File: src/logic/mdc_pkg.sv
// Constants shared by the multidrop control block and its address filter.
// Assumes a 32-bit APB bus with word-aligned registers, four bytes per index.
package mdc_pkg;

    // =====================================================================
    // Widths
    localparam int unsigned MDC_DW = 32;
    localparam int unsigned MDC_AW = 14;
    localparam int unsigned MDC_IW = 12;
    localparam int unsigned MDC_CW = 9;
    localparam int unsigned MDC_BW = 8;
    localparam int unsigned MDC_SELW = 3;
    localparam int unsigned MDC_STW = 3;

    // =====================================================================
    // Register indices; byte address is four times the index
    localparam logic [MDC_IW-1:0] MDC_IDX_SEL = 12'hf42;
    localparam logic [MDC_IW-1:0] MDC_IDX_CTRL = 12'hf43;
    localparam logic [MDC_IW-1:0] MDC_IDX_CMP = 12'hf44;
    localparam logic [MDC_IW-1:0] MDC_IDX_STAT = 12'hf45;
    localparam logic [MDC_IW-1:0] MDC_IDX_IEN = 12'hf46;
    localparam logic [MDC_IW-1:0] MDC_IDX_ICLR = 12'hf47;
    localparam logic [MDC_IW-1:0] MDC_IDX_RXD = 12'hf48;

    // =====================================================================
    // Control field positions
    localparam int unsigned MDC_POL_HI = 7;
    localparam int unsigned MDC_EN_BIT = 6;
    localparam int unsigned MDC_POL_LO = 5;
    localparam int unsigned MDC_TX9_BIT = 4;
    localparam int unsigned MDC_DPOL_BIT = 3;
    localparam logic [MDC_SELW-1:0] MDC_SEL_CTRL = 3'h0;

    // Interrupt policy encodings
    localparam logic [1:0] MDC_POL_ALL = 2'h0;
    localparam logic [1:0] MDC_POL_ADDR = 2'h1;
    localparam logic [1:0] MDC_POL_MATCH = 2'h2;
    localparam logic [1:0] MDC_POL_FOLLOW = 2'h3;

    // Status bits and the receive data flag position
    localparam int unsigned MDC_ST_REQ = 0;
    localparam int unsigned MDC_ST_ADDR = 1;
    localparam int unsigned MDC_ST_OVR = 2;
    localparam int unsigned MDC_RXD_FULL = 9;

    // =====================================================================
    // Reset values
    localparam logic [MDC_BW-1:0] MDC_CTRL_RST = 8'h00;
    localparam logic [MDC_BW-1:0] MDC_CMP_RST = 8'h00;
    localparam logic [MDC_SELW-1:0] MDC_SEL_RST = 3'h0;
    localparam logic [MDC_STW-1:0] MDC_ST_RST = 3'h0;
    localparam logic [MDC_CW-1:0] MDC_RXD_RST = 9'h000;

endpackage

File: src/logic/mdc_rx_if.sv
// Receive-path bundle between the control block and the address filter.
// Assumes both ends sit on the same pclk.
`timescale 1ns/1ps
interface mdc_rx_if;
    import mdc_pkg::*;
    logic rx_valid;
    logic [MDC_CW-1:0] rx_char;
    logic ninebit_en;
    logic [1:0] policy;
    logic [MDC_BW-1:0] cmp_addr;
    logic req;
    logic is_addr;
    logic [MDC_CW-1:0] out_char;
    modport ctl(output rx_valid, rx_char, ninebit_en, policy, cmp_addr, input req, is_addr, out_char);
    modport filt(input rx_valid, rx_char, ninebit_en, policy, cmp_addr, output req, is_addr, out_char);
endinterface

File: src/logic/mdc_filter.sv
// Address/data classification and interrupt filtering of received characters.
// Assumes rx_valid is a one-cycle strobe with rx_char valid in the same cycle.
`timescale 1ns/1ps
module mdc_filter (
    // Clock and reset
    input wire logic pclk,
    input wire logic presetn,
    // Receive bundle
    mdc_rx_if.filt f
);
    import mdc_pkg::*;

    logic matched_r, matched_nxt;
    logic req_r, req_nxt;
    logic addr_r, addr_nxt;
    logic [MDC_CW-1:0] char_r, char_nxt;
    logic char_is_addr;
    logic char_hit;

    // =====================================================================
    // Filter
    always_comb begin
        char_is_addr = f.ninebit_en & f.rx_char[MDC_CW-1]; // [RULE10]
        char_hit = f.rx_char[MDC_BW-1:0] == f.cmp_addr;
        matched_nxt = matched_r;
        req_nxt = 1'b0;
        addr_nxt = 1'b0;
        char_nxt = char_r;
        if (f.rx_valid) begin
            char_nxt = f.rx_char;
            if (!f.ninebit_en) begin
                // Plain framing: every character is ordinary data
                req_nxt = 1'b1;
            end else if (char_is_addr) begin
                addr_nxt = 1'b1;
                matched_nxt = char_hit;
                case (f.policy)
                    MDC_POL_ALL: req_nxt = 1'b1; // [RULE1]
                    MDC_POL_ADDR: req_nxt = 1'b1; // [RULE2]
                    MDC_POL_MATCH: req_nxt = char_hit; // [RULE3]
                    default: req_nxt = 1'b0; // [RULE4]
                endcase
            end else begin
                case (f.policy)
                    MDC_POL_ALL: req_nxt = 1'b1; // [RULE1]
                    MDC_POL_ADDR: req_nxt = 1'b0; // [RULE2]
                    MDC_POL_MATCH: req_nxt = matched_r; // [RULE3]
                    default: req_nxt = matched_r; // [RULE4]
                endcase
            end
        end
    end

    always_ff @(posedge pclk or negedge presetn) begin
        if (!presetn) begin
            matched_r <= 1'b0;
            req_r <= 1'b0;
            addr_r <= 1'b0;
            char_r <= MDC_RXD_RST;
        end else begin
            matched_r <= matched_nxt;
            req_r <= req_nxt;
            addr_r <= addr_nxt;
            char_r <= char_nxt;
        end
    end

    assign f.req = req_r;
    assign f.is_addr = addr_r;
    assign f.out_char = char_r;

    // =====================================================================
    // Checks
    // Checker-side memory of the last address byte, kept apart from the filter state
    logic hit_seen_r;
    always_ff @(posedge pclk or negedge presetn) begin
        if (!presetn) begin
            hit_seen_r <= 1'b0;
        end else if (f.rx_valid && f.ninebit_en && f.rx_char[MDC_CW-1]) begin
            hit_seen_r <= f.rx_char[MDC_BW-1:0] == f.cmp_addr;
        end
    end
endmodule

File: src/logic/mdc_top.sv
// Multidrop 9-bit control block: APB registers, receive interrupt filter,
// ninth-bit and driver-enable outputs for the serial core.
// Assumes the serial core strobes rx_valid per character and raises tx_busy while sending.
//
// Notes on behaviour
// RULE1: Policy 00 requests an interrupt for every data and address byte.
// RULE2: Policy 01 requests only on address bytes, never on data bytes.
// RULE3: Policy 10 requests on matching address, then each data byte until mismatch.
// RULE4: Policy 11 requests on data after a matching address; not on addresses.
// RULE5: Enable bit 6 switches 9-bit multidrop framing on or off.
// RULE6: Transmitted ninth bit carries the value of control bit 4.
// RULE7: Ninth-bit setting applies only while 9-bit framing is enabled.
// RULE8: Bit 3 zero gives active-high driver enable; one gives active-low.
// RULE9: Control register visible at its address only when register select is 000.
// RULE10: In 9-bit mode ninth bit 1 marks address byte, 0 marks data.
// RULE11: Senders set ninth bit 1 on address bytes and 0 on data bytes.
//
// Added by the designer: the APB interface to the registers.
`timescale 1ns/1ps
module mdc_top (
    // Clock and reset
    input wire logic pclk,
    input wire logic presetn,
    // APB slave
    input wire logic psel,
    input wire logic penable,
    input wire logic pwrite,
    input wire logic [mdc_pkg::MDC_AW-1:0] paddr,
    input wire logic [mdc_pkg::MDC_DW-1:0] pwdata,
    output logic [mdc_pkg::MDC_DW-1:0] prdata,
    output logic pready,
    output logic pslverr,
    // Receiver side of the serial core
    input wire logic rx_valid,
    input wire logic [mdc_pkg::MDC_CW-1:0] rx_char,
    // Transmitter side of the serial core
    input wire logic tx_busy,
    output logic frame_9bit,
    output logic tx_ninth_out,
    output logic drive_en_out,
    // Interrupt
    output logic irq
);
    import mdc_pkg::*;

    // =====================================================================
    // Bus decode
    logic setup;
    logic access;
    logic wr;
    logic rd;
    logic aligned;
    logic mapped;
    logic ctrl_vis;
    logic [MDC_IW-1:0] idx;

    assign setup = psel & ~penable;
    assign access = psel & penable & pready;
    assign wr = access & pwrite;
    assign rd = access & ~pwrite;
    assign idx = paddr[MDC_AW-1:2];
    assign aligned = paddr[1:0] == 2'b00;

    always_comb begin
        case (idx)
            MDC_IDX_SEL,
            MDC_IDX_CTRL,
            MDC_IDX_CMP,
            MDC_IDX_STAT,
            MDC_IDX_IEN,
            MDC_IDX_ICLR,
            MDC_IDX_RXD: mapped = aligned;
            default: mapped = 1'b0;
        endcase
    end

    // =====================================================================
    // Register state
    logic [MDC_SELW-1:0] sel_r, sel_nxt;
    logic [MDC_BW-1:0] ctrl_r, ctrl_nxt;
    logic [MDC_BW-1:0] cmp_r, cmp_nxt;
    logic [MDC_STW-1:0] stat_r, stat_nxt;
    logic [MDC_STW-1:0] ien_r, ien_nxt;
    logic [MDC_CW-1:0] rxd_r, rxd_nxt;
    logic rxfull_r, rxfull_nxt;
    logic [MDC_STW-1:0] st_set;
    logic [MDC_STW-1:0] st_clr;
    logic rd_rxd;
    logic [1:0] policy;

    assign ctrl_vis = sel_r == MDC_SEL_CTRL; // [RULE9]

    mdc_rx_if rxl();

    assign policy = {ctrl_r[MDC_POL_HI], ctrl_r[MDC_POL_LO]};
    assign rxl.rx_valid = rx_valid;
    assign rxl.rx_char = rx_char;
    assign rxl.ninebit_en = ctrl_r[MDC_EN_BIT]; // [RULE5]
    assign rxl.policy = policy;
    assign rxl.cmp_addr = cmp_r;

    mdc_filter u_filter (
        .pclk(pclk),
        .presetn(presetn),
        .f(rxl.filt)
    );

    assign rd_rxd = rd && aligned && idx == MDC_IDX_RXD;

    always_comb begin
        sel_nxt = sel_r;
        ctrl_nxt = ctrl_r;
        cmp_nxt = cmp_r;
        ien_nxt = ien_r;
        st_clr = '0;
        if (wr && aligned) begin
            case (idx)
                MDC_IDX_SEL: sel_nxt = pwdata[MDC_SELW-1:0];
                MDC_IDX_CTRL: begin
                    // Other select values map foreign registers here; leave ours alone
                    if (ctrl_vis) begin
                        ctrl_nxt = pwdata[MDC_BW-1:0]; // [RULE9]
                    end
                end
                MDC_IDX_CMP: cmp_nxt = pwdata[MDC_BW-1:0];
                MDC_IDX_IEN: ien_nxt = pwdata[MDC_STW-1:0];
                MDC_IDX_ICLR: st_clr = pwdata[MDC_STW-1:0];
                default: sel_nxt = sel_r;
            endcase
        end
    end

    // Receive holding register; a read of it drains the full flag
    always_comb begin
        st_set = '0;
        st_set[MDC_ST_REQ] = rxl.req;
        st_set[MDC_ST_ADDR] = rxl.is_addr;
        st_set[MDC_ST_OVR] = rxl.req & rxfull_r & ~rd_rxd;
        rxd_nxt = rxl.req ? rxl.out_char : rxd_r;
        // A new character landing in the read cycle keeps the flag set
        rxfull_nxt = rxl.req | (rxfull_r & ~rd_rxd);
        stat_nxt = (stat_r & ~st_clr) | st_set;
    end

    always_ff @(posedge pclk or negedge presetn) begin
        if (!presetn) begin
            sel_r <= MDC_SEL_RST;
            ctrl_r <= MDC_CTRL_RST;
            cmp_r <= MDC_CMP_RST;
            stat_r <= MDC_ST_RST;
            ien_r <= MDC_ST_RST;
            rxd_r <= MDC_RXD_RST;
            rxfull_r <= 1'b0;
        end else begin
            sel_r <= sel_nxt;
            ctrl_r <= ctrl_nxt;
            cmp_r <= cmp_nxt;
            stat_r <= stat_nxt;
            ien_r <= ien_nxt;
            rxd_r <= rxd_nxt;
            rxfull_r <= rxfull_nxt;
        end
    end

    // =====================================================================
    // Bus answer: data is sampled in the setup cycle so the access phase
    // completes at its first edge with registered outputs
    logic [MDC_DW-1:0] rdata;
    logic [MDC_DW-1:0] prdata_r, prdata_nxt;
    logic pready_r, pready_nxt;
    logic pslverr_r, pslverr_nxt;

    always_comb begin
        rdata = '0;
        if (aligned) begin
            case (idx)
                MDC_IDX_SEL: rdata[MDC_SELW-1:0] = sel_r;
                MDC_IDX_CTRL: rdata[MDC_BW-1:0] = ctrl_vis ? ctrl_r : 8'h00; // [RULE9]
                MDC_IDX_CMP: rdata[MDC_BW-1:0] = cmp_r;
                MDC_IDX_STAT: rdata[MDC_STW-1:0] = stat_r;
                MDC_IDX_IEN: rdata[MDC_STW-1:0] = ien_r;
                MDC_IDX_RXD: begin
                    rdata[MDC_CW-1:0] = rxd_r;
                    rdata[MDC_RXD_FULL] = rxfull_r;
                end
                default: rdata = '0;
            endcase
        end
    end

    always_comb begin
        pready_nxt = setup;
        pslverr_nxt = setup & ~mapped;
        prdata_nxt = prdata_r;
        if (setup) begin
            prdata_nxt = pwrite ? '0 : rdata;
        end
    end

    always_ff @(posedge pclk or negedge presetn) begin
        if (!presetn) begin
            prdata_r <= '0;
            pready_r <= 1'b0;
            pslverr_r <= 1'b0;
        end else begin
            prdata_r <= prdata_nxt;
            pready_r <= pready_nxt;
            pslverr_r <= pslverr_nxt;
        end
    end

    assign prdata = prdata_r;
    assign pready = pready_r;
    assign pslverr = pslverr_r;

    // =====================================================================
    // Serial-core and interrupt outputs
    logic frame_r, frame_nxt;
    logic tx9_r, tx9_nxt;
    logic drv_r, drv_nxt;
    logic irq_r, irq_nxt;

    always_comb begin
        frame_nxt = ctrl_r[MDC_EN_BIT]; // [RULE5]
        // Forced low in plain framing so a stale setting never leaks out
        tx9_nxt = ctrl_r[MDC_EN_BIT] & ctrl_r[MDC_TX9_BIT]; // [RULE6] [RULE7]
        drv_nxt = tx_busy ^ ctrl_r[MDC_DPOL_BIT]; // [RULE8]
        irq_nxt = |(stat_r & ien_r);
    end

    always_ff @(posedge pclk or negedge presetn) begin
        if (!presetn) begin
            frame_r <= 1'b0;
            tx9_r <= 1'b0;
            drv_r <= 1'b0;
            irq_r <= 1'b0;
        end else begin
            frame_r <= frame_nxt;
            tx9_r <= tx9_nxt;
            drv_r <= drv_nxt;
            irq_r <= irq_nxt;
        end
    end

    assign frame_9bit = frame_r;
    assign tx_ninth_out = tx9_r;
    assign drive_en_out = drv_r;
    assign irq = irq_r;
endmodule

File: config.mk
export PLATFORM = sky130hd
export DESIGN_NAME = mdc_top
export DESIGN_NICKNAME = d
export VERILOG_FILES = /design/src/logic/mdc_pkg.sv /design/src/logic/mdc_rx_if.sv /design/src/logic/mdc_filter.sv /design/src/logic/mdc_top.sv
export SDC_FILE = /design/constraint.sdc
export NUM_CORES = 1
export LEC_CHECK = 0
export ABC_AREA = 1
export BUFFER_PORTS_ARGS = -buffer_cell sky130_fd_sc_hd__buf_4
export CORE_MARGIN = 1
export CORE_UTILIZATION = 55
export CTS_CLUSTER_DIAMETER = 150
export DETAILED_ROUTE_END_ITERATION = 10
export GPL_TIMING_DRIVEN = 0
export PLACE_DENSITY_LB_ADDON = 0.3
export SYNTH_ARGS = -nofsm -noshare
export SYNTH_HDL_FRONTEND = slang
export SYNTH_SLANG_ARGS = --single-unit
File: constraint.sdc
create_clock -name pclk -period 3.7 [get_ports pclk]
set_clock_uncertainty 0.1 [all_clocks]
set_input_delay 0.185 -clock pclk [delete_from_list [all_inputs] [get_ports pclk]]
set_output_delay 0.185 -clock pclk [all_outputs]
set_load 0.01 [all_outputs]
### Yosys cells after proc, flatten, opt, wreduce, memory -nomap -nowiden

Index checks and enable logic that the tools add are counted.

* word-level logic and storage cells: 80
* RAM bits: 0
* ROM bits: 0
* latch bits: 0
* register bits after elaboration: 85
* memories: 0
* output and inout bits: 38
* bits of input ports: 62

* muxes and demuxes: 17
* reduce and logical (&&, ||, !) cells: 14
* equal/unequal tests: 10
* multipliers: 0
* add/sub/neg operators: 0
* shift-type cells: 0
* bitwise gates (word level): 21
* $lt $le $gt $ge: 0
* div/mod/pow operators: 0

Operators by type and width (number)
* 12-bit == test, second input constant: 7
* 32-bit 2-to-1 mux: 1
* 3-bit case mux with 6 select lines: 1
* 5-bit case mux with 3 select lines: 1
* 1-bit AND: 11
* 10-bit 2-to-1 mux: 1
* 8-bit == test: 1
* 8-bit 2-to-1 mux: 1
* 1-bit 2-to-1 mux: 7
* 7-bit OR reduction: 1
* 3-bit AND: 2
* 3-bit 2-to-1 mux: 2
* 2-bit AND reduction: 3
* 3-bit AND reduction: 2
* 2-bit zero test: 2
* 1-bit inverter: 4
* 1-bit case mux with 2 select lines: 2
* 1-bit logical AND: 3
* 3-bit zero test: 1
* 3-bit inverter: 1
* 3-bit bitwise OR: 1
* 3-bit OR reduction: 1
* 2-bit by 1-bit == test with 1-bit output, second input constant: 1
* 2-bit == test, second input constant: 1
* other kinds (4): 4

### Depth between registers and ports, before layout

* depth in word-level cells: 8
* depth in mapped cells: 11
* depth with buffers taken out: 10

### Modules after synthesis

From an unflattened synthesis, not the netlist that was laid out.

* cells, all modules: 408
* area total of the unflattened synthesis: 3231.8 sq um

By module, submodules not included
* mdc_top: times used 1, cells an instance 328, seq. area each 1276.2 sq um, area an instance 2628.8 sq um
* mdc_filter: times used 1, cells an instance 80, seq. area each 300.3 sq um, area an instance 603.1 sq um

### Worst setup path after synthesis

No wires, ideal clock.

* path kind: register to register
* start point: register pready_r, in the netlist pready
* end point: register ctrl_r[6]
* stages on the path, launching flop included: 7
* clock period less this slack: 1.457 ns
* buffers on the path: 1
* data arrival time: 1.240 ns
* library setup time: 0.117 ns
* data required time: 3.483 ns
* slack: 2.243 ns
* path through: dfrtp_1 > nand3_1 > nor3_4 > nand2_4 > buf_6 > nand2_1 > o21ai_2

* cells in the longest elaborated chain, start to end: 4

Ends and longest elaborated chain
* start: declaration: RTL line mdc_top.sv:170 `logic pready_r, pready_nxt;`
* start signal: assignment: RTL line mdc_top.sv:207 `pready_r <= pready_nxt;`
* 1-bit AND: RTL line mdc_top.sv:58 `assign access = psel & penable & pready;`
* 1-bit AND: RTL line mdc_top.sv:59 `assign wr = access & pwrite;`
* 1-bit logical AND: RTL line mdc_top.sv:116 `if (wr && aligned) begin`
* 3-bit AND reduction (no source line)
* end signal: assignment: RTL line mdc_top.sv:156 `ctrl_r <= ctrl_nxt;`
* end: declaration: RTL line mdc_top.sv:80 `logic [MDC_BW-1:0] ctrl_r, ctrl_nxt;`

Every way passes these cells.
A chain may end at the register's enable or synchronous reset.

### Worst setup path in the final report

* start point: input penable
* end point: register stat_r[2]

* cells in the longest elaborated chain, start to end: 8
* elaborated cells on any way between the ends: 13
* those cells by class: mux (1); bitwise (9); reduce/logical (3)

Ends and longest elaborated chain
* start: declaration: RTL line mdc_top.sv:26 `input wire logic penable,`
* 1-bit AND (*) (2 in series): RTL line mdc_top.sv:58
* 1-bit AND, on equally long branches: RTL line mdc_top.sv:59, mdc_top.sv:60
* 1-bit logical AND, on equally long branches: RTL line mdc_top.sv:116, mdc_top.sv:108
* 3-bit 2-to-1 mux / 1-bit logical AND (equally long branches): RTL line mdc_top.sv:116, mdc_top.sv:108
* 3-bit inverter / 1-bit inverter (equally long branches): RTL line mdc_top.sv:142, mdc_top.sv:138
* 3-bit AND / 1-bit AND (equally long branches): RTL line mdc_top.sv:142, mdc_top.sv:138
* 3-bit bitwise OR (*): RTL line mdc_top.sv:142 `stat_nxt = (stat_r & ~st_clr) | st_set;`
* named net stat_nxt[2]: RTL line mdc_top.sv:82 `logic [MDC_STW-1:0] stat_r, stat_nxt;`
* end signal: assignment: RTL line mdc_top.sv:158 `stat_r <= stat_nxt;`
* end: declaration: RTL line mdc_top.sv:82

Mark *: on every way through the listed nets, which the timed path passes. The rest lies on a longest branch.

==> impl_results.md <==
* Crit path cell chain: dlygate4sd3_1 -> buf_4 -> nand3_1 -> nor3_4 -> nand3_1 -> o21ai_0 -> o21ai_1
* Clock transition at path regs at about 0.070 ns
* Tmin final at 1.80 ns
* Worst EP arrival at 1.90 ns
* WHS at approximately 0.011 ns
* Die area at around 0.0062 mm^2
* Synth Instances at 396
* # setup viols final at 0
* Synth async-reset ratio at 100%
* Synth area leaders: dfrtp_1 49%, nand2_1 14%, buf_4 5.4%
* Routed Antenna Nets at 0
* Worst slew margin at between 40% and 50%
* P&R area growth vs syn at 25.4%
* PD cells at 348 mW/mm^2
* Placement Rows at 27
* YS warnings at 0
* First-pass GRT wire length at around 12000 um
* Vias in the first global route at around 2.6k
* Worst Tran Pin Value at roughly 0.76 ns
* Largest stage delay, worst path at ~0.52 ns
* Yosys reg bits at 63
* Footprint of the multi-input gates at about 0.0013 mm^2
* Top FF cell, synth: dfrtp_1
* Pleak at between 0.002 and 0.0025 uW
* Crit start category: input pin
* Iter 0 DRT Violations at about 210
* Fill cells at between 400 and 500
* DR vias at approximately 2.8k
* CTS resizes at 0
* Htree depth at 3
* Post-layout util at slightly above 70%
* Critical path class: input pin to flip-flop
* Drt pass-1 iters at 5
* Via density at approximately 5
* Cell mode on critical path: nand3_1
* Setup repair after global routing missed its margin: false
* Final nets at between 500 and 600
* CTS tree: done
* Crit path max-delay cell type: dlygate4sd3_1
* Yosys top cell by area: dfrtp_1
* Max cap viols at 0
* Crit end category: flip-flop
* Fmax achieved at approximately 560 MHz
* IO Pins at 100
* Diodes inserted at 0
* Die width at about 78 um
* Core ar. at between 0.005 and 0.006 mm^2
* Post-Route Setup TNS at 0 ns
* Outcome: completed
* Storage element area at ~0.0016 mm^2
* Latest clock arrival within the worst-skew pair at between 0.3 and 0.4 ns
* Placer Congestion at slightly below 0.9
* CTS max path bufs at 2
* Crit share post-route at roughly half
* GR Util All Layers at between 20 and 30%
* Total power at between 1000 and 1500 uW
* Antenna violations before repair at 0
* Drt drc at 0
* Overflow after GRT at 0
* DP HPWL at around 5200 um
* Sequential fraction of the synthesis area at between 40% and 50%
* Die height at approximately 80 um
* Clk root buf: clkbuf_8
* Starting Density at ~58%
* WL per Instance at between 10 and 15 um
* Total CTS buffers at 9
* Share of post-route cells with drive strength above 1 at 24.7%
* Most frequent cell after synthesis: nand2_1
* Largest net degree at the start of global routing at 64
* Slew Limit Fails at 0
* Crit path max fanout at 5
* DRT Wirelength at roughly 7000 um
* Mean Syn Cell Area at between 8 and 9 um^2
* Hold WC Path Type: input pin to flip-flop
* Peak supply drop at around 0.25 mV
* Critical path data required time at roughly 3.8 ns
* Post-synthesis cell area at about 0.0032 mm^2
* Post-synth EDFFs at 0
* Number of buffers added on ports at 52
* Clock sinks at between 60 and 70
* Final Hold Violating Endpoints at 0
* Synth cell types at 31
* Synth top cells by count: 124 x nand2_1, 63 x dfrtp_1, 36 x inv_1
* Synth top area share at about 49%
cell families after synthesis:
family	synth area share, %
other cells	0.117
buf+inv	12.0
xor+xnor	2.45
flops	49.1
simple gates	26.1
mux	0.701
compound gates	9.62
per-layer routing:
metal / routed length [um] / vias up / GRT usage (%)
met3: 471 / 21 / 4.42
met1: 3090 / 1303 / 33.2
met5: 0 / - / 0
li1: - / 1381 / -
met2: 3310 / 129 / 40.2
met4: 192 / 0 / 14.4
through the flow:
stage / instance area [um^2] / setup WS, ns / cells
2_1_floorplan: 3290 / 2.24 / 417
3_3_place_gp: 3770 / 2.05 / 541
3_5_place_dp: 3770 / 2.03 / 541
4_1_cts: 4030 / 1.91 / 565
5_1_grt: 4030 / 1.83 / 565
6_report: 4030 / 1.90 / 565
report_power, final:
group	leakage [uW]	switching, uW	total (uW)	internal, uW
sequential	0.000819	11.5	724	713
combinational	0.00123	80.0	147	67.0
clock	0.0000853	269	529	260
worst paths after layout:
kind | start | end | slack, ns | cells after the start
hold / removal | pwdata[4] | ctrl_r[4] | 0.01 | 3
setup reg to reg | pready | stat_r[2] | 2.01 | 5
setup / recovery | penable | stat_r[2] | 1.90 | 7
hold reg to reg | u_filter.f.is_addr | stat_r[1] | 0.36 | 2
min in group asynchronous | presetn | stat_r[2] | 0.36 | 2
max in group asynchronous | presetn | pslverr | 2.64 | 2
critical path, delay by kind of cell:
kind                   cells  cell delay (ns)
AND/OR/NAND/NOR            3             0.79
buffers and inverters      2             0.62
AO/OA/AOI/OAI              2             0.29
placed cells by master (no fill, tap or decap), drive strengths merged, types with 2 or more instances in the layout:
master / n
nand2: 127
buf: 78
dfrtp: 63
o21ai: 47
inv: 42
nor2: 35
nand3: 30
conb: 22
clkbuf: 15
xnor2: 8
dlygate4sd3: 8
clkinv: 4
mux2: 2
clkinvlp: 2
nor3: 2
a21oi: 2
cell type report:
class,instances,area share (%)
inverter,43,4.04
clock inverter,5,0.839
sequential,63,39.1
tap,72,2.24
timing repair buffer,60,11.7
buffer,30,5.50
clock buffer,11,3.51
multi-input combinational,281,33.1
sequential cells by signal, indices dropped and copies added (netlist names), 3 cells and up:
register	flops
sel_r	3
stat_r	3
ctrl_r	8
prdata	10
u_filter.f.out_char	9
ien_r	3
cmp_r	8
rxd_r	9
timing repair:
action,CTS,global route
setup buffers,0,0
hold buffers,8,0
endpoints found under the hold margin,70,0
Note: power is estimated with default switching activity, not from simulation.
